===== config.mk =====
export PLATFORM = sky130hd
export DESIGN_NAME = smph_ctrl
export DESIGN_NICKNAME = d
export VERILOG_FILES = /design/src/logic/smph_sync.v /design/src/logic/smph_ctrl.v
export VERILOG_INCLUDE_DIRS = /design/src /design/src/pkg
export SDC_FILE = /design/constraint.sdc
export NUM_CORES = 1
export LEC_CHECK = 0
export ABC_AREA = 1
export BUFFER_PORTS_ARGS = -buffer_cell sky130_fd_sc_hd__buf_2
export CAP_MARGIN = 20
export CORE_ASPECT_RATIO = 1.75
export CORE_MARGIN = 10
export CORE_UTILIZATION = 54
export CTS_CLUSTER_DIAMETER = 200
export DETAILED_ROUTE_END_ITERATION = 7
export GPL_TIMING_DRIVEN = 0
export PLACE_DENSITY_LB_ADDON = 0.1
export SLEW_MARGIN = 10
export SYNTH_ARGS = -nofsm -noshare
export SYNTH_HDL_FRONTEND = slang
export SYNTH_SLANG_ARGS = --single-unit

===== constraint.sdc =====
create_clock -name MCLK_IN -period 2.19 [get_ports MCLK_IN]
set_clock_uncertainty 0.2 [all_clocks]
set_input_delay 0.1095 -clock MCLK_IN [delete_from_list [all_inputs] [get_ports MCLK_IN]]
set_output_delay 0.1095 -clock MCLK_IN [all_outputs]
set_load 0.02 [all_outputs]

===== src/pkg/smph_consts.vh =====
// Constants for the serial memory protect and hold controller.
// Included by the controller and its bench, not by the synchroniser; definitions only.
`ifndef SMPH_CONSTS_VH
`define SMPH_CONSTS_VH

// ----------------------------------------------------------------
// Opcodes
// ----------------------------------------------------------------
`define SMPH_OP_RELEASE 8'hff
`define SMPH_OP_WREN 8'h06
`define SMPH_OP_WRDI 8'h04
`define SMPH_OP_STAT1_RD 8'h05
`define SMPH_OP_STAT1_WR 8'h01
`define SMPH_OP_STAT2_RD 8'h35
`define SMPH_OP_MEM_WR 8'h02
`define SMPH_OP_MEM_RD 8'h03
`define SMPH_OP_FAST_RD 8'h0b
`define SMPH_OP_DUAL_OUT_RD 8'h3b
`define SMPH_OP_DUAL_ADDR_RD 8'hbb
`define SMPH_OP_QUAD_OUT_RD 8'h6b
`define SMPH_OP_QUAD_ADDR_RD 8'heb
`define SMPH_OP_DUAL_WR 8'ha2
`define SMPH_OP_DUAL_ADDR_WR 8'ha1
`define SMPH_OP_QUAD_WR 8'h32
`define SMPH_OP_QUAD_ADDR_WR 8'h12
`define SMPH_OP_ENTER_QUAD 8'h38
`define SMPH_OP_ENTER_DUAL 8'h37

// ----------------------------------------------------------------
// Protect ranges and field positions
// ----------------------------------------------------------------
`define SMPH_ADDR_W 20
`define SMPH_BASE_QUARTER 20'hc0000
`define SMPH_BASE_HALF 20'h80000
`define SMPH_BASE_ALL 20'h00000
`define SMPH_BP_NONE 2'h0
`define SMPH_BP_QUARTER 2'h1
`define SMPH_BP_HALF 2'h2
`define SMPH_S2_DUAL_BIT 5
`define SMPH_S2_QUAD_BIT 6
`define SMPH_OP_BITS 8
`define SMPH_CNT_W 6
`define SMPH_LEN_QUAD 6'h02
`define SMPH_LEN_DUAL 6'h04
`define SMPH_LEN_SINGLE 6'h08

`endif


===== src/logic/smph_sync.v =====
// Two-stage synchroniser for a group of pin inputs.
// Assumes all inputs are asynchronous to clk_in.
`timescale 1ns/1ps
module smph_sync #(
  parameter WIDTH = 4
) (
  input wire clk_in,
  input wire rst_in,
  input wire [WIDTH-1:0] d_in,
  output wire [WIDTH-1:0] q_out
);
  reg [WIDTH-1:0] meta_r;
  reg [WIDTH-1:0] sync_r;
  genvar i;
  // ----------------------------------------------------------------
  // Per-bit double flop
  // ----------------------------------------------------------------
  generate
    for (i = 0; i < WIDTH; i = i + 1) begin : g_bit
      always @(posedge clk_in) begin
        if (rst_in) begin
          meta_r[i] <= 1'b1;
          sync_r[i] <= 1'b1;
        end else begin
          meta_r[i] <= d_in[i];
          sync_r[i] <= meta_r[i];
        end
      end
    end
  endgenerate
  assign q_out = sync_r;
endmodule


===== src/logic/smph_ctrl.v =====
// Mode release, block protect, write gating and hold for a serial memory.
// Assumes the host SPI pins arrive asynchronously; SCK is oversampled.
// Behaviour
// - Release opcode returns to single-wire, clears dual/quad flags
// - Release opcode is all ones, both modes
// - Status two bits mirror dual/quad mode
// - Two protect bits select protected range
// - Latch clear refuses every write
// - Range and guard/pin gate writes
// - Hold low suspends command, keeps progress
// - Hold ignores clock and data lines
// - Hold floats output during read commands
// - Select rising in hold aborts command
// - Early abort keeps write latch value
// - Hold ignored in quad commands and mode
`timescale 1ns/1ps
`include "smph_consts.vh"
module smph_ctrl #(
  parameter ADDR_W = `SMPH_ADDR_W
) (
  input wire MCLK_IN,
  input wire SYS_RST_IN,
  input wire SCK_IN,
  input wire CS_N_IN,
  input wire HOLD_N_IN,
  input wire WP_N_IN,
  input wire [3:0] IO_IN,
  input wire [1:0] RANGE_GUARD_IN,
  input wire STATUS_GUARD_ENABLE_IN,
  input wire [ADDR_W-1:0] WRITE_ADDR_IN,
  input wire ADDR_VALID_IN,
  input wire SO_DATA_IN,
  output reg SO_OUT,
  output reg SO_OE_N_OUT,
  output reg DUAL_WIRE_CMD_MODE_OUT,
  output reg QUAD_WIRE_CMD_MODE_OUT,
  output wire [7:0] STATUS_TWO_OUT,
  output reg WRITE_LATCH_FLAG_OUT,
  output reg [7:0] OPCODE_OUT,
  output reg OPCODE_VALID_OUT,
  output reg HOLD_ACTIVE_OUT,
  output reg ABORT_OUT,
  output reg MEM_WRITE_OK_OUT,
  output reg STATUS_WRITE_OK_OUT,
  output reg SHIFT_EN_OUT
);
  // ----------------------------------------------------------------
  // Pin synchronisation
  // ----------------------------------------------------------------
  wire [7:0] pins_s;
  smph_sync #(.WIDTH(8)) smph_sync_inst (
    .clk_in(MCLK_IN),
    .rst_in(SYS_RST_IN),
    .d_in({IO_IN, WP_N_IN, HOLD_N_IN, CS_N_IN, SCK_IN}),
    .q_out(pins_s)
  );
  wire sck_s = pins_s[0];
  wire cs_n_s = pins_s[1];
  wire hold_n_s = pins_s[2];
  wire wp_n_s = pins_s[3];
  wire [3:0] io_s = pins_s[7:4];

  // ----------------------------------------------------------------
  // State and decode nets
  // ----------------------------------------------------------------
  reg sck_d_r;
  reg cs_d_r;
  reg hold_r;
  reg hold_sck_r;
  reg [7:0] sh_r;
  reg [`SMPH_CNT_W-1:0] cnt_r;
  reg op_done_r;
  reg [7:0] op_r;
  reg wel_save_r;
  reg sck_rise;
  reg [7:0] sh_nxt;
  reg [`SMPH_CNT_W-1:0] cnt_nxt;
  reg [`SMPH_CNT_W-1:0] op_len;
  reg is_read;
  reg is_quad_cmd;
  reg is_mem_wr;
  reg in_range;
  reg is_stat_wr;
  reg hold_off;
  reg hold_go;
  reg hold_end;
  reg shift_go;
  reg cs_rise;
  reg dual_nxt;
  reg quad_nxt;
  reg wel_nxt;
  reg mem_ok_nxt;
  reg stat_ok_nxt;
  reg oe_n_nxt;
  reg [7:0] stat_two;

  // ----------------------------------------------------------------
  // Decode helpers
  // ----------------------------------------------------------------
  always @* begin
    sck_rise = sck_s & ~sck_d_r;
    if (QUAD_WIRE_CMD_MODE_OUT)
      op_len = `SMPH_LEN_QUAD;
    else if (DUAL_WIRE_CMD_MODE_OUT)
      op_len = `SMPH_LEN_DUAL;
    else
      op_len = `SMPH_LEN_SINGLE;
    if (QUAD_WIRE_CMD_MODE_OUT)
      sh_nxt = {sh_r[3:0], io_s};
    else if (DUAL_WIRE_CMD_MODE_OUT)
      sh_nxt = {sh_r[5:0], io_s[1:0]};
    else
      sh_nxt = {sh_r[6:0], io_s[0]};
    cnt_nxt = cnt_r + `SMPH_CNT_W'h1;
    case (op_r)
      `SMPH_OP_STAT1_RD, `SMPH_OP_STAT2_RD, `SMPH_OP_MEM_RD, `SMPH_OP_FAST_RD,
      `SMPH_OP_DUAL_OUT_RD, `SMPH_OP_DUAL_ADDR_RD: is_read = op_done_r;
      default: is_read = 1'b0;
    endcase
    case (op_r)
      `SMPH_OP_QUAD_OUT_RD, `SMPH_OP_QUAD_ADDR_RD, `SMPH_OP_QUAD_WR,
      `SMPH_OP_QUAD_ADDR_WR: is_quad_cmd = op_done_r;
      default: is_quad_cmd = 1'b0;
    endcase
    case (op_r)
      `SMPH_OP_MEM_WR, `SMPH_OP_DUAL_WR, `SMPH_OP_DUAL_ADDR_WR, `SMPH_OP_QUAD_WR,
      `SMPH_OP_QUAD_ADDR_WR: is_mem_wr = op_done_r;
      default: is_mem_wr = 1'b0;
    endcase
    case (op_r)
      `SMPH_OP_STAT1_WR: is_stat_wr = op_done_r;
      default: is_stat_wr = 1'b0;
    endcase
    case (RANGE_GUARD_IN)
      `SMPH_BP_NONE: in_range = 1'b0;
      `SMPH_BP_QUARTER: in_range = (WRITE_ADDR_IN >= `SMPH_BASE_QUARTER);
      `SMPH_BP_HALF: in_range = (WRITE_ADDR_IN >= `SMPH_BASE_HALF);
      default: in_range = (WRITE_ADDR_IN >= `SMPH_BASE_ALL);
    endcase
  end

  // ----------------------------------------------------------------
  // Status register two
  // ----------------------------------------------------------------
  always @* begin
    stat_two = 8'h00;
    stat_two[`SMPH_S2_DUAL_BIT] = DUAL_WIRE_CMD_MODE_OUT;
    stat_two[`SMPH_S2_QUAD_BIT] = QUAD_WIRE_CMD_MODE_OUT;
  end
  assign STATUS_TWO_OUT = stat_two;

  // ----------------------------------------------------------------
  // Hold qualification and frame end
  // ----------------------------------------------------------------
  always @* begin
    hold_off = QUAD_WIRE_CMD_MODE_OUT | is_quad_cmd;
    hold_go = ~hold_r & ~hold_n_s & ~hold_off;
    hold_end = hold_r & hold_n_s & (sck_s == hold_sck_r);
    shift_go = ~hold_r & (hold_n_s | hold_off) & sck_rise;
    cs_rise = cs_n_s & ~cs_d_r;
  end

  // ----------------------------------------------------------------
  // Mode and write latch update at select rising
  // ----------------------------------------------------------------
  always @* begin
    dual_nxt = DUAL_WIRE_CMD_MODE_OUT;
    quad_nxt = QUAD_WIRE_CMD_MODE_OUT;
    wel_nxt = WRITE_LATCH_FLAG_OUT;
    // Abort restores the latch; a finished opcode takes effect
    if (cs_rise && hold_r) begin
      if (!op_done_r)
        wel_nxt = wel_save_r;
    end else if (cs_rise && op_done_r) begin
      case (op_r)
        `SMPH_OP_RELEASE: begin
          dual_nxt = 1'b0;
          quad_nxt = 1'b0;
        end
        `SMPH_OP_ENTER_QUAD: begin
          quad_nxt = 1'b1;
          dual_nxt = 1'b0;
        end
        `SMPH_OP_ENTER_DUAL: begin
          dual_nxt = 1'b1;
          quad_nxt = 1'b0;
        end
        `SMPH_OP_WREN: wel_nxt = 1'b1;
        `SMPH_OP_WRDI: wel_nxt = 1'b0;
        default: wel_nxt = WRITE_LATCH_FLAG_OUT;
      endcase
    end
  end

  // ----------------------------------------------------------------
  // Hold state
  // ----------------------------------------------------------------
  always @(posedge MCLK_IN) begin
    if (SYS_RST_IN) begin
      hold_r <= 1'b0;
      hold_sck_r <= 1'b0;
      wel_save_r <= 1'b0;
      HOLD_ACTIVE_OUT <= 1'b0;
    end else if (cs_n_s) begin
      hold_r <= 1'b0;
      HOLD_ACTIVE_OUT <= 1'b0;
    end else if (hold_go) begin
      hold_r <= 1'b1;
      hold_sck_r <= sck_s;
      wel_save_r <= WRITE_LATCH_FLAG_OUT;
      HOLD_ACTIVE_OUT <= 1'b1;
    end else if (hold_end) begin
      hold_r <= 1'b0;
      HOLD_ACTIVE_OUT <= 1'b0;
    end
  end

  // ----------------------------------------------------------------
  // Shifter, opcode and mode registers
  // ----------------------------------------------------------------
  always @(posedge MCLK_IN) begin
    if (SYS_RST_IN) begin
      sck_d_r <= 1'b1;
      cs_d_r <= 1'b1;
      sh_r <= 8'h00;
      cnt_r <= {`SMPH_CNT_W{1'b0}};
      op_done_r <= 1'b0;
      op_r <= 8'h00;
      DUAL_WIRE_CMD_MODE_OUT <= 1'b0;
      QUAD_WIRE_CMD_MODE_OUT <= 1'b0;
      WRITE_LATCH_FLAG_OUT <= 1'b0;
      OPCODE_OUT <= 8'h00;
      OPCODE_VALID_OUT <= 1'b0;
      ABORT_OUT <= 1'b0;
      SHIFT_EN_OUT <= 1'b0;
    end else begin
      sck_d_r <= sck_s;
      cs_d_r <= cs_n_s;
      DUAL_WIRE_CMD_MODE_OUT <= dual_nxt;
      QUAD_WIRE_CMD_MODE_OUT <= quad_nxt;
      WRITE_LATCH_FLAG_OUT <= wel_nxt;
      OPCODE_VALID_OUT <= 1'b0;
      ABORT_OUT <= cs_rise & hold_r;
      SHIFT_EN_OUT <= 1'b0;
      if (cs_n_s) begin
        // Select high ends or aborts the command; progress resets
        cnt_r <= {`SMPH_CNT_W{1'b0}};
        op_done_r <= 1'b0;
        op_r <= 8'h00;
      end else if (shift_go) begin
        SHIFT_EN_OUT <= op_done_r;
        if (!op_done_r) begin
          // Quad mode takes two clocks of four bits each
          sh_r <= sh_nxt;
          cnt_r <= cnt_nxt;
          if (cnt_nxt == op_len) begin
            op_done_r <= 1'b1;
            op_r <= sh_nxt;
            OPCODE_OUT <= sh_nxt;
            OPCODE_VALID_OUT <= 1'b1;
          end
        end
      end
    end
  end

  // ----------------------------------------------------------------
  // Write gating and serial output
  // ----------------------------------------------------------------
  always @* begin
    mem_ok_nxt = WRITE_LATCH_FLAG_OUT & is_mem_wr & ADDR_VALID_IN & ~in_range & ~hold_r &
                 ~cs_n_s;
    stat_ok_nxt = WRITE_LATCH_FLAG_OUT & is_stat_wr & ~hold_r & ~cs_n_s &
                  ~(STATUS_GUARD_ENABLE_IN & ~wp_n_s);
    oe_n_nxt = ~(is_read & ~hold_r & ~cs_n_s);
  end

  always @(posedge MCLK_IN) begin
    if (SYS_RST_IN) begin
      MEM_WRITE_OK_OUT <= 1'b0;
      STATUS_WRITE_OK_OUT <= 1'b0;
      SO_OUT <= 1'b0;
      SO_OE_N_OUT <= 1'b1;
    end else begin
      MEM_WRITE_OK_OUT <= mem_ok_nxt;
      STATUS_WRITE_OK_OUT <= stat_ok_nxt;
      SO_OUT <= SO_DATA_IN;
      SO_OE_N_OUT <= oe_n_nxt;
    end
  end
endmodule


==> results by group <==
Final layout
  – Filler instances: 437
  – Area Growth Syn to Fin: 24.0%
  – Layout Utilization: between 60% and 70%
  – Fin nets: roughly 490
  – Share of layout cells above drive strength 1: 23.0%
  – Diode count: 0
  – Final Non-Filler Cells: a little over 500

Setup path
  – Reg2Reg Depth: 11
  – Setup CP Type: flip-flop to flip-flop
  – Worst path cell trace: ha_4 -> inv_1 -> nand2_1 -> nand3_1 -> nor2_2 -> nand3_1 -> nor2_2 -> nand3_2 -> buf_6 -> nor2_1 -> nor2_1
  – R2R Setup Slk: 180 ps
  – Worst Setup Start Kind: flip-flop
  – Worst-path fanout max: 10
  – Worst setup EP type: flip-flop
  – Crit path DAT: between 2000 and 2500 ps
  – Req. time, crit path: between 2000 and 2500 ps
  – Crit-path slowest cell: dfxtp_4
  – Worst path max stage delay: 370 ps

STA
  – Finish-stage setup viols: 0
  – Max-slew headroom: 55.5%
  – Worst-Margin Slew: 665 ps
  – Final hold vios: 0
  – Slew Viols, Final: 0
  – Setup_tns: 0 ps
  – Clock period minus final worst setup slack: 2010 ps
  – Fmax: around 500 MHz
  – Tcrit/Tclk final: 91.9%

Global route
  – Met3 Use GR: 3.11%
  – Met1 GRT Util: 16.3%
  – GR met2 Demand/Resource: 29.9%
  – Global-route wire length before repair: 11200 µm
  – Grt total ovfl: 0
  – Total Routing Usage GR: approximately 16%
  – Initial antenna violation count: 0
  – Number of global-route vias before repair: roughly 2700
  – GRT Max-Usage Layer: met2
  – Largest net degree at the start of global routing: 11

Floorplanning
  – Core Area: approximately 5000 µm²
  – Die width: 74.3 µm
  – DIE AREA: 8560 µm²
  – Initial core utilization: 56.1%
  – # IOs: between 60 and 70
  – Die Ht: 115 µm
  – Num rows: 34

Synthesis
  – Synth Cell Area: 2790 µm²
  – Synth unique cells: 34
  – Synth area leaders: dfxtp_1, nand2_1, inv_1
  – Avg Inst Size Synth: between 7 and 8 µm²
  – Area leader, netlist: dfxtp_1
  – Mapped Cells: between 300 and 400
  – FF+latch count, synth: 61
  – Seq/Total Area, Yosys: 43.8%
  – Share of the synthesized area in the top cell type: 43.8%
  – Post-synth ARST share: 0%
  – Top-count cell post-synth: nand2_1
  – Top FF cell, synth: dfxtp_1
  – Post-synth EDFFs: 0
  – Commonest cells post-synth: nand2_1, dfxtp_1, inv_1
  – Ys Warns: 0

Run
  – Max cap viols: 0

Power and ir drop
  – Cell area power density: 679 nW/µm²
  – Lkg Pwr: 1.52 nW
  – Total power draw: 2.35 mW
  – Maximum vdd drop: 0.898 mV

Placement
  – RD Place Congestion: 0.912
  – Dpl hpwl: 4850 µm
  – Port bufs: 37
  – Post-Place Cells: 485

Clock network
  – CTS tree: built
  – CTS Sinks: 61
  – Clock edge transition at the registers on the reported setup and hold paths: about 70 ps
  – Worst-skew pair later-pin latency: 330 ps
  – Clock Tree Root: clkbuf_8
  – H-tree levels: 3
  – CTS Buf Count: 9
  – Maximum clock path buffer count: 2

Drt
  – Via density: 4.99
  – Post-DR wirelength/cell: between 10 and 15 µm
  – Drt initial violations: 182
  – Router iterations before antenna repair: 5
  – Vias: ~2600
  – Routed Antenna Nets: 0
  – DRC Markers: 0
  – Final WL: ~6500 µm

Run status
  – Status: finished, final reports clean

Worst hold path
  – WHS Path Cells: 1
  – Hold Crit Class: flip-flop to flip-flop
## registers in the layout (all words and copies together) (netlist names), 6 cells and up
signal	count
OPCODE_OUT	8
op_r	8
cnt_r	6
sh_r	7
smph_sync_inst.meta_r	8
smph_sync_inst.q_out	8
## repair_timing
action / in CTS / in global routing
hold buffers: 13 / 0
hold endpoints to repair: 14 / 0
buffers inserted: 0 / 1
endpoints found under the setup margin: 0 / 17
gates resized for setup: 0 / 10
## logic make-up (layout without fill, tap and decap cells)
family | Yosys count | count (layout) | synth area share [%]
adders and majority gates | 1 | 1 | 0.448
buffers and inverters | 74 | 141 | 11.8
xor gates and xnor gates | 1 | 1 | 0.314
AOI/OAI and AO/OA | 51 | 51 | 10.9
other | 1 | 6 | 0.134
and+or+nand+nor | 200 | 200 | 32.6
DFF | 61 | 61 | 43.8
## cells in the final DEF (no fill, tap or decap), drive strengths merged, types with 6 or more instances in the layout
master / Yosys / routed
nand3: 25 / 25
dfxtp: 61 / 61
inv: 56 / 56
buf: 14 / 52
nor2: 45 / 45
dlygate4sd3: 0 / 13
conb: 1 / 6
or2: 16 / 16
nor3: 6 / 6
nand2: 99 / 99
clkbuf: 4 / 16
nand4: 8 / 8
a21oi: 25 / 25
o21ai: 14 / 14
## worst max-delay path: cells and delay by family, from the launching register on
| kind | cells | cell delay [ps] |
|---|---|---|
| adders and majority gates | 1 | 280 |
| and+or+nand+nor | 8 | 860 |
| buffers and inverters | 2 | 210 |
| DFF | 1 | 370 |
## per-stage QoR
stage               worst slack, ps  cell area (µm²)  hold slack (ps)
global route                  -6.77             3460              226
global placement               93.6             3060             91.2
floorplan                       347             2810             13.3
CTS                            39.8             3420              210
detailed placement             54.5             3060             94.0
finish                          177             3460              207
## path summary, 6_finish.rpt
check,startpoint,to
setup / recovery,cnt_r[1],OPCODE_OUT[5]
hold / removal,smph_sync_inst.meta_r[7],smph_sync_inst.q_out[7]
setup reg to reg,cnt_r[1],OPCODE_OUT[5]
hold reg to reg,smph_sync_inst.meta_r[7],smph_sync_inst.q_out[7]
## metal layers
metal,part of all wire (%),wire (µm),up-vias
li1,-,-,1351
met1,39,2490,1156
met2,55,3550,50
met3,4.5,293,11
met4,2.0,132,0
met5,0,0,-
## report_power, final
part           total, mW  internal [mW]  leakage, nW  switching [mW]
logic              0.106         0.0528        0.908          0.0531
registers           1.13           1.12        0.498         0.00568
clock network       1.11          0.699        0.116           0.415
## layout make-up
| cell class | instances | area (µm²) | share of cell area [%] |
|---|---|---|---|
| repair buffers | 51 | 323 | 9.33 |
| clock buffers | 12 | 155 | 4.48 |
| clock inverters | 4 | 70.1 | 2.02 |
| flip-flops and latches | 61 | 1230 | 35.5 |
| well taps | 54 | 67.6 | 1.95 |
| plain buffers | 18 | 120 | 3.47 |
| multi-input cells | 259 | 1290 | 37.2 |
| inverters | 56 | 210 | 6.07 |
Power figures use the tool's default switching activity.
